File: config.mk
export PLATFORM = sky130hd
export DESIGN_NAME = eem_serial_master
export DESIGN_NICKNAME = d
export VERILOG_FILES = /design/src/eem_pkg.sv /design/src/eem_serial_master.sv
export VERILOG_INCLUDE_DIRS = /design/src
export SDC_FILE = /design/constraint.sdc
export NUM_CORES = 1
export LEC_CHECK = 0
export ABC_AREA = 1
export BUFFER_PORTS_ARGS = -buffer_cell sky130_fd_sc_hd__buf_2
export CAP_MARGIN = 40
export CORE_UTILIZATION = 52
export CTS_CLUSTER_DIAMETER = 200
export CTS_CLUSTER_SIZE = 25
export DETAILED_ROUTE_END_ITERATION = 12
export GPL_TIMING_DRIVEN = 0
export PLACE_DENSITY = 0.71
export SLEW_MARGIN = 40
export SYNTH_ARGS = -nofsm -noshare
export SYNTH_HDL_FRONTEND = slang
export SYNTH_SLANG_ARGS = --single-unit
File: constraint.sdc
create_clock -name clk_sys -period 5.1 [get_ports clk_sys]
set_clock_uncertainty 0.15 [all_clocks]
set_input_delay 1.02 -clock clk_sys [delete_from_list [all_inputs] [get_ports clk_sys]]
set_output_delay 1.02 -clock clk_sys [all_outputs]
set_load 0.005 [all_outputs]
File: src/eem_defines.svh
// register offsets, field positions, reset values, codes and timing of the
// serial memory master; assumes a 125 MHz system clock
`ifndef EEM_DEFINES_SVH
`define EEM_DEFINES_SVH
`define EEM_DATA_ADDR 8'h9E
`define EEM_CTRL_ADDR 8'h9F
`define EEM_BIT_ERR 7
`define EEM_BIT_BUSY 6
`define EEM_BIT_RXACK 5
`define EEM_BIT_TXACK 4
`define EEM_BIT_WFR 7
`define EEM_BIT_HIZ 5
`define EEM_BIT_RD 4
`define EEM_RST_ERR 1'b0
`define EEM_RST_RXACK 1'b1
`define EEM_RST_TXACK 1'b1
`define EEM_CMD_NOP 4'h0
`define EEM_CMD_RXACK 4'h2
`define EEM_CMD_TX 4'h3
`define EEM_CMD_STOP 4'h5
`define EEM_CMD_RXLAST 4'h6
`define EEM_CMD_START 4'h9
`define EEM_SEL_TWOPIN 2'h1
`define EEM_SEL_WIRE 2'h2
`define EEM_WIRE_MAXBITS 4'h8
`define EEM_SYS_HZ 125000000
`define EEM_TWOPIN_HZ 78000
`define EEM_WIRE_HZ 500000
`define EEM_QTR_CYC (`EEM_SYS_HZ / (4 * `EEM_TWOPIN_HZ))
`define EEM_HALF_CYC (`EEM_SYS_HZ / (2 * `EEM_WIRE_HZ))
`endif

File: src/eem_pkg.sv
// types of the serial memory master
// assumes eem_defines.svh carries the numbers
package eem_pkg;
  typedef enum logic [2:0] {
    ST_IDLE,
    ST_COND,
    ST_BYTE,
    ST_WIRE,
    ST_READY
  } eem_state_t;
endpackage

File: src/eem_serial_master.sv
// serial memory master: two-pin and three-wire engines behind two registers
// assumes a processor register port on clk_sys and open-drain/tri pads outside
//
// Function
// - Port-select 01 puts the two-pin interface on the clock pad and data pad.
// - Busy stays high during an operation and the completion pulse fires when it falls.
// - Control bit 5 reads 1 when the memory acknowledged the last byte, resetting to 1.
// - After a receive command and busy falling, the data register holds the byte.
// - The serial clock runs at 78 kHz during a byte and idles high between bytes.
// - An undefined command does nothing and sets error bit 7, which resets to 0.
// - Control bit 4 reads 1 once an acknowledge was sent to the memory, resetting to 1.
// - Command 0000 is a no-op that stops the serial clock.
// - Command 0010 receives a byte and then sends an acknowledge.
// - Command 0011 shifts the data register out as a byte and samples the acknowledge.
// - Command 0101 makes a stop condition.
// - Command 0110 receives the final byte and sends no acknowledge.
// - Command 1001 makes a start condition.
// - Port-select 10 gives a 500 kHz three-wire interface on the same pads.
// - In three-wire mode each control write moves up to 8 bits, write or read.
`include "eem_defines.svh"
`timescale 1ns/10ps
`default_nettype none

module eem_serial_master #(
  parameter int QTR_CYC = `EEM_QTR_CYC,
  parameter int HALF_CYC = `EEM_HALF_CYC
) (
  // clock and reset
  input wire logic clk_sys,
  input wire logic sys_rst,
  // processor register port
  input wire logic [7:0] regAddr,
  input wire logic regWr,
  input wire logic [7:0] regWdata,
  output logic [7:0] regRdata,
  // pad routing
  input wire logic [1:0] portSelectField,
  // pads
  output logic clockPadOut,
  output logic clockPadOe,
  input wire logic dataPadIn,
  output logic dataPadOut,
  output logic dataPadOe,
  // completion event
  output logic completionInterrupt
);

  // ----------------------------------------------------------------
  // decode
  // ----------------------------------------------------------------
  function automatic logic isLegal(input logic [3:0] c);
    isLegal = (c == `EEM_CMD_NOP) || (c == `EEM_CMD_RXACK) ||
              (c == `EEM_CMD_TX) || (c == `EEM_CMD_STOP) ||
              (c == `EEM_CMD_RXLAST) || (c == `EEM_CMD_START);
  endfunction

  eem_pkg::eem_state_t state_ff;
  logic [15:0] divCnt_ff;
  logic [1:0] qtr_ff;
  logic [3:0] bitIdx_ff;
  logic [3:0] bitCnt_ff;
  logic [7:0] shReg_ff;
  logic [7:0] dataReg_ff;
  logic opTx_ff, opAck_ff, opStart_ff, opHiz_ff, opWfr_ff;
  logic errFlag_ff, rxAck_ff, txAck_ff;
  logic sclOut_ff, sdaOut_ff, sdaDrive_ff;
  logic sdaSync1_ff, sdaSync2_ff, sdaSync3_ff;
  logic busyPrev_ff;
  logic busy, tick, twoPin, wire3, ctrlWr, dataWr, lastWire;

  assign twoPin = (portSelectField == `EEM_SEL_TWOPIN);
  assign wire3 = (portSelectField == `EEM_SEL_WIRE);
  assign busy = (state_ff != eem_pkg::ST_IDLE);
  assign ctrlWr = regWr && (regAddr == `EEM_CTRL_ADDR) && !busy;
  assign dataWr = regWr && (regAddr == `EEM_DATA_ADDR) && !busy;
  assign tick = busy && (divCnt_ff == 16'h0000);
  assign lastWire = (bitIdx_ff + 4'h1 == bitCnt_ff);

  // ----------------------------------------------------------------
  // pads and register read
  // ----------------------------------------------------------------
  // pads are released unless one of the two modes owns them
  assign clockPadOut = sclOut_ff;
  assign clockPadOe = twoPin || wire3;
  assign dataPadOut = sdaOut_ff;
  assign dataPadOe = (twoPin || wire3) && sdaDrive_ff;
  assign completionInterrupt = busyPrev_ff && !busy;

  always_comb begin
    regRdata = 8'h00;
    if (regAddr == `EEM_DATA_ADDR) begin
      regRdata = dataReg_ff;
    end else if (regAddr == `EEM_CTRL_ADDR) begin
      regRdata[`EEM_BIT_ERR] = errFlag_ff;
      regRdata[`EEM_BIT_BUSY] = busy;
      regRdata[`EEM_BIT_RXACK] = rxAck_ff;
      regRdata[`EEM_BIT_TXACK] = txAck_ff;
    end
  end

  // ----------------------------------------------------------------
  // data input synchroniser
  // ----------------------------------------------------------------
  always_ff @(posedge clk_sys) begin
    if (sys_rst) begin
      sdaSync1_ff <= 1'b1;
      sdaSync2_ff <= 1'b1;
      sdaSync3_ff <= 1'b1;
      busyPrev_ff <= 1'b0;
    end else begin
      sdaSync1_ff <= dataPadIn;
      sdaSync2_ff <= sdaSync1_ff;
      sdaSync3_ff <= sdaSync2_ff;
      busyPrev_ff <= busy;
    end
  end

  // ----------------------------------------------------------------
  // bit-rate divider
  // ----------------------------------------------------------------
  always_ff @(posedge clk_sys) begin
    if (sys_rst) begin
      divCnt_ff <= 16'(QTR_CYC - 1);
    end else if (!busy) begin
      // preload the period of the selected mode, else the first wire half runs a quarter long
      divCnt_ff <= wire3 ? 16'(HALF_CYC - 1) : 16'(QTR_CYC - 1);
    end else if (tick) begin
      divCnt_ff <= (state_ff == eem_pkg::ST_WIRE) ? 16'(HALF_CYC - 1)
                                                   : 16'(QTR_CYC - 1);
    end else begin
      divCnt_ff <= divCnt_ff - 16'h0001;
    end
  end

  // ----------------------------------------------------------------
  // data register and status
  // ----------------------------------------------------------------
  always_ff @(posedge clk_sys) begin
    if (sys_rst) begin
      dataReg_ff <= 8'h00;
    end else if (dataWr) begin
      dataReg_ff <= regWdata;
    end else if (state_ff == eem_pkg::ST_BYTE && tick && qtr_ff == 2'h3 &&
                 bitIdx_ff == 4'h8 && !opTx_ff) begin
      dataReg_ff <= shReg_ff;
    end else if (state_ff == eem_pkg::ST_WIRE && tick && qtr_ff[0] &&
                 lastWire && !opTx_ff) begin
      dataReg_ff <= {shReg_ff[6:0], sdaSync2_ff};
    end
  end

  always_ff @(posedge clk_sys) begin
    if (sys_rst) begin
      errFlag_ff <= `EEM_RST_ERR;
    end else if (ctrlWr && twoPin) begin
      errFlag_ff <= !isLegal(regWdata[3:0]);
    end
  end

  always_ff @(posedge clk_sys) begin
    if (sys_rst) begin
      rxAck_ff <= `EEM_RST_RXACK;
      txAck_ff <= `EEM_RST_TXACK;
    end else if (state_ff == eem_pkg::ST_BYTE && tick && qtr_ff == 2'h3 &&
                 bitIdx_ff == 4'h8) begin
      if (opTx_ff) begin
        rxAck_ff <= !sdaSync2_ff;
      end else begin
        txAck_ff <= opAck_ff;
      end
    end
  end

  // ----------------------------------------------------------------
  // sequencer
  // ----------------------------------------------------------------
  // qtr_ff steps four quarters per two-pin bit, two halves per wire bit
  always_ff @(posedge clk_sys) begin
    if (sys_rst) begin
      state_ff <= eem_pkg::ST_IDLE;
      qtr_ff <= 2'h0;
      bitIdx_ff <= 4'h0;
      bitCnt_ff <= 4'h0;
      shReg_ff <= 8'h00;
      opTx_ff <= 1'b0;
      opAck_ff <= 1'b0;
      opStart_ff <= 1'b0;
      opHiz_ff <= 1'b0;
      opWfr_ff <= 1'b0;
      sclOut_ff <= 1'b1;
      sdaOut_ff <= 1'b0;
      sdaDrive_ff <= 1'b0;
    end else begin
      case (state_ff)
        eem_pkg::ST_IDLE: begin
          qtr_ff <= 2'h0;
          bitIdx_ff <= 4'h0;
          if (ctrlWr && twoPin) begin
            sdaOut_ff <= 1'b0;
            shReg_ff <= dataReg_ff;
            opTx_ff <= (regWdata[3:0] == `EEM_CMD_TX);
            opAck_ff <= (regWdata[3:0] == `EEM_CMD_RXACK);
            opStart_ff <= (regWdata[3:0] == `EEM_CMD_START);
            case (regWdata[3:0])
              `EEM_CMD_NOP: begin
                sclOut_ff <= 1'b1;
              end
              `EEM_CMD_RXACK, `EEM_CMD_TX, `EEM_CMD_RXLAST: begin
                state_ff <= eem_pkg::ST_BYTE;
              end
              `EEM_CMD_STOP, `EEM_CMD_START: begin
                state_ff <= eem_pkg::ST_COND;
              end
              default: begin
                state_ff <= eem_pkg::ST_IDLE;
              end
            endcase
          end else if (ctrlWr && wire3) begin
            sclOut_ff <= 1'b0;
            opTx_ff <= !regWdata[`EEM_BIT_RD];
            opHiz_ff <= regWdata[`EEM_BIT_HIZ];
            opWfr_ff <= regWdata[`EEM_BIT_WFR];
            shReg_ff <= regWdata[`EEM_BIT_RD] ? 8'h00 : dataReg_ff;
            bitCnt_ff <= (regWdata[3:0] > `EEM_WIRE_MAXBITS) ? `EEM_WIRE_MAXBITS
                                                             : regWdata[3:0];
            if (regWdata[3:0] == 4'h0) begin
              sdaDrive_ff <= !regWdata[`EEM_BIT_HIZ];
            end else begin
              state_ff <= eem_pkg::ST_WIRE;
            end
          end else if (twoPin && state_ff == eem_pkg::ST_IDLE && !sclOut_ff) begin
            sclOut_ff <= 1'b1;
          end
        end
        eem_pkg::ST_COND: begin
          if (tick) begin
            qtr_ff <= qtr_ff + 2'h1;
            case (qtr_ff)
              2'h0: sclOut_ff <= 1'b0;
              2'h1: sdaDrive_ff <= !opStart_ff;
              2'h2: sclOut_ff <= 1'b1;
              default: begin
                // data moves only with the clock high here
                sdaDrive_ff <= opStart_ff;
                state_ff <= eem_pkg::ST_IDLE;
              end
            endcase
          end
        end
        eem_pkg::ST_BYTE: begin
          if (tick) begin
            qtr_ff <= qtr_ff + 2'h1;
            case (qtr_ff)
              2'h0: sclOut_ff <= 1'b0;
              2'h1: begin
                if (bitIdx_ff == 4'h8) begin
                  sdaDrive_ff <= !opTx_ff && opAck_ff;
                end else begin
                  sdaDrive_ff <= opTx_ff && !shReg_ff[7];
                end
              end
              2'h2: sclOut_ff <= 1'b1;
              default: begin
                if (bitIdx_ff == 4'h8) begin
                  state_ff <= eem_pkg::ST_IDLE;
                end else begin
                  bitIdx_ff <= bitIdx_ff + 4'h1;
                  shReg_ff <= opTx_ff ? {shReg_ff[6:0], 1'b0}
                                      : {shReg_ff[6:0], sdaSync2_ff};
                end
              end
            endcase
          end
        end
        eem_pkg::ST_WIRE: begin
          if (tick) begin
            qtr_ff <= {1'b0, !qtr_ff[0]};
            if (!qtr_ff[0]) begin
              sclOut_ff <= 1'b0;
              sdaDrive_ff <= opTx_ff;
              sdaOut_ff <= shReg_ff[7];
            end else begin
              sclOut_ff <= 1'b1;
              shReg_ff <= {shReg_ff[6:0], sdaSync2_ff};
              if (lastWire) begin
                // float right after the final rising edge when asked
                sdaDrive_ff <= opTx_ff && !opHiz_ff;
                state_ff <= (opHiz_ff && opWfr_ff) ? eem_pkg::ST_READY
                                                   : eem_pkg::ST_IDLE;
              end else begin
                bitIdx_ff <= bitIdx_ff + 4'h1;
              end
            end
          end
        end
        eem_pkg::ST_READY: begin
          sclOut_ff <= 1'b0;
          // memory signals end of its internal write by raising data
          if (sdaSync2_ff && !sdaSync3_ff) begin
            state_ff <= eem_pkg::ST_IDLE;
          end
        end
        default: state_ff <= eem_pkg::ST_IDLE;
      endcase
    end
  end
endmodule

`default_nettype wire

==> flow_metrics.env <==
export IMPL_ys_flop_type="dfxtp_1"
export IMPL_hp_class="reg2reg"
export IMPL_top_layer_used="met4"
export IMPL_tns_ns=0
export IMPL_finalPower_uw=1570
export IMPL_final_period_utilization=0.611
export IMPL_cts_resized=0
export IMPL_r2r_end="dataReg_ff[7]"
export IMPL_clk_path_buf_depth=2
export IMPL_place_congestion=0.910
export IMPL_cts_htree_levels=3
export IMPL_tightest_slew_ns=0.683
export IMPL_wl_met2_mm=4.68
export IMPL_r2r_cells=11
export IMPL_clock_sinks=60
export IMPL_min_delay_start="sdaSync1_ff"
export IMPL_grt_max_degree=12
export IMPL_drt_wl_total_mm=10.2
export IMPL_postRouteAntennaNets=0
export IMPL_critPathRequiredTime_ns=3.93
export IMPL_vdd_drop_max_mv=0.184
export IMPL_setup_worst_path_end_class="primary output"
export IMPL_setup_viol=0
export IMPL_path_clk_slew_ns=0.07
export IMPL_seq_area_mm2=0.00120
export IMPL_run_status="finished, final reports clean"
export IMPL_drive_above_1_share=0.151
export IMPL_fp_dieArea_mm2=0.00782
export IMPL_rsz0062_at_grt="false"
export IMPL_cp_start_kind="input pin"
export IMPL_cp_arrival_ns=1.94
export IMPL_die_x_um=88.4
export IMPL_met1_length_mm=4.67
export IMPL_dpl_hpwl_mm=7.73
export IMPL_cts_root_buffer="clkbuf_8"
export IMPL_layout_nets=679
export IMPL_antenna_found_initial=0
export IMPL_utilization=0.601
export IMPL_synth_ff_latch_count=60
export IMPL_critPathKind="in2out"
export IMPL_start_util=0.535
export IMPL_vias=4063
export IMPL_post_route_min_period_ns=3.11
export IMPL_crit_path_top_delay_cell="nor2_4"
export IMPL_path_cells="buf_2 -> nor2_2 -> nand2_1 -> nor2_4 -> nand2_1 -> o21ai_0 -> buf_2"
export IMPL_drc=0
export IMPL_cts_hold_buffers_added=0
export IMPL_grt_pass1_vias=3588
export IMPL_area_growth_pct=12.2
export IMPL_grt_pass1_wl_mm=16.8
export IMPL_yosysWarnings=0
export IMPL_fill_cells=746
export IMPL_cp_buffers_inverters=2
export IMPL_slew_headroom=0.545
export IMPL_multi_input_area_mm2=0.00228
export IMPL_cts_tree="done"
export IMPL_seq_area_frac_synth=0.309
export IMPL_leakagePower_uw=0.00207
export IMPL_path_max_fanout=7
export IMPL_post_drt_wl_per_cell_um=13.6
export IMPL_fmax_mhz=321
export IMPL_first_pass_iters=5
export IMPL_numCtsBuffers=9
export IMPL_reg2reg_slack_ns=2.68
export IMPL_min_to="sdaSync2_ff"
export IMPL_die_h_um=88.4
export IMPL_overflow=0
export IMPL_rr_startpoint="bitIdx_ff[0]"
export IMPL_grt_usage=0.282
export IMPL_met3_length_um=689
export IMPL_syn_nets=636
export IMPL_synthCells=603
export IMPL_maxCapViolations=0
export IMPL_insertion_delay_ns=0.35
export IMPL_maxSlewViolCount=0
export IMPL_async_flop_share=0
export IMPL_postSynthAreaPerCell_um2=6.44
export IMPL_n_antenna_cell=0
export IMPL_drt_iter0_markers=267
export IMPL_max_stage_delay_ns=0.24
export IMPL_synth_distinct_cells=43
export IMPL_post_cts_buffers=0
export IMPL_viasPerCell=5.42
export IMPL_hold_depth=1
export IMPL_port_buffers=32
export IMPL_critical_path_top_delay_family="simple AND/OR/NAND/NOR gates"
export IMPL_syn_cell_area_mm2=0.00388
export IMPL_placeableCoreArea_mm2=0.00725
export IMPL_synth_edff_count=0
export IMPL_rows=31
export IMPL_finalHoldViolations=0
export IMPL_io_pins=35
export IMPL_power_density_mw_per_mm2=359
==> where the power goes <==
part / total [uW] / internal (uW) / switching, uW
registers: 559 / 519 / 40.1
clock network: 433 / 226 / 207
logic: 574 / 185 / 389
total: 1570 / 929 / 636
==> worst register-to-register path, delay by kind of cell (launching register included) <==
family / cells / cell delay (ns)
buf+inv: 1 / 0.11
simple gates: 8 / 1.08
xor+xnor: 1 / 0.14
flops: 1 / 0.47
fa+ha+maj: 1 / 0.35
==> Yosys cell counts (3+ instances only) <==
master / instances / area share
nand3_1: 47 / 0.061
a211oi_1: 3 / 0.0058
ha_1: 11 / 0.035
o21ai_0: 34 / 0.044
nand4_1: 6 / 0.0097
nand3_2: 4 / 0.010
dfxtp_1: 60 / 0.31
nor2_4: 5 / 0.015
o211ai_1: 4 / 0.0077
clkbuf_1: 7 / 0.0068
a21oi_1: 26 / 0.034
inv_2: 4 / 0.0039
nor2_2: 5 / 0.0081
a21oi_2: 9 / 0.020
a22oi_1: 8 / 0.015
nor2_1: 87 / 0.084
nand2_4: 5 / 0.015
inv_1: 84 / 0.081
nand2_1: 155 / 0.15
nor3_1: 6 / 0.0077
==> stage by stage <==
step | setup slack, ns | cell area [um^2] | hold WS (ns) | cells
2_1_floorplan | 2.35 | 3880 | 0.239 | 603
3_3_place_gp | 1.96 | 4170 | 0.245 | 734
3_5_place_dp | 1.95 | 4170 | 0.245 | 734
4_1_cts | 1.95 | 4360 | 0.261 | 750
5_1_grt | 1.90 | 4360 | 0.277 | 750
6_report | 1.99 | 4360 | 0.262 | 750
==> registers in the layout (all words and copies together) (netlist names), 2 cells and up <==
| signal | count |
|---|---|
| divCnt_ff | 16 |
| bitIdx_ff | 4 |
| qtr_ff | 2 |
| bitCnt_ff | 4 |
| state_ff | 3 |
| dataReg_ff | 8 |
| shReg_ff | 8 |
==> cells in the final DEF, fill, tap and decap left out, types with 3 or more instances in the layout <==
master    count
a22oi_1       8
nand4_1       6
inv_2         4
nand3_2       4
buf_2        34
o21ai_0      34
nand2_1     155
nor2_2        5
nand2_4       5
a21oi_2       9
o211ai_1      4
ha_1         11
a211oi_1      3
nor2_1       87
nor3_1        6
a21oi_1      26
clkbuf_1      8
nor2_4        5
inv_1        84
nand3_1      47
clkinv_2      3
dfxtp_1      60
clkbuf_8      9
==> per-layer routing <==
layer | vias to the layer above | track usage
met3 | 19 | 0.0429
met2 | 144 | 0.467
met1 | 1885 | 0.375
met4 | 0 | 0.0982
li1 | 2015 | -
met5 | - | 0
==> final cells by class <==
type	instances	area share
Buffer	11	0.0126
Clock buffer	10	0.0293
Clock inverter	6	0.0146
Inverter	91	0.0798
Multi-Input combinational cell	441	0.523
Sequential cell	60	0.276
Tap cell	99	0.0284
Timing Repair Buffer	32	0.0368
==> cells by family (layout without fill, tap and decap cells) <==
family	after synthesis	count (layout)	share of synthesized area
fa+ha+maj	11	11	0.0354
flops	60	60	0.309
buf+inv	102	150	0.104
xor+xnor	4	4	0.00903
compound gates	90	90	0.140
simple gates	336	336	0.402
==> worst max path at each step <==
| stage | to | cells after the start | start |
|---|---|---|---|
| 6_report | regRdata[6] | 7 | regAddr[5] |
| 5_1_grt | regRdata[6] | 6 | regAddr[1] |
| 4_1_cts | regRdata[6] | 5 | regAddr[0] |
| 3_5_place_dp | regRdata[6] | 6 | regAddr[1] |
| 3_3_place_gp | regRdata[4] | 7 | regAddr[5] |
| 2_1_floorplan | regRdata[4] | 5 | regAddr[5] |
Note: power is estimated with default switching activity, not from simulation.
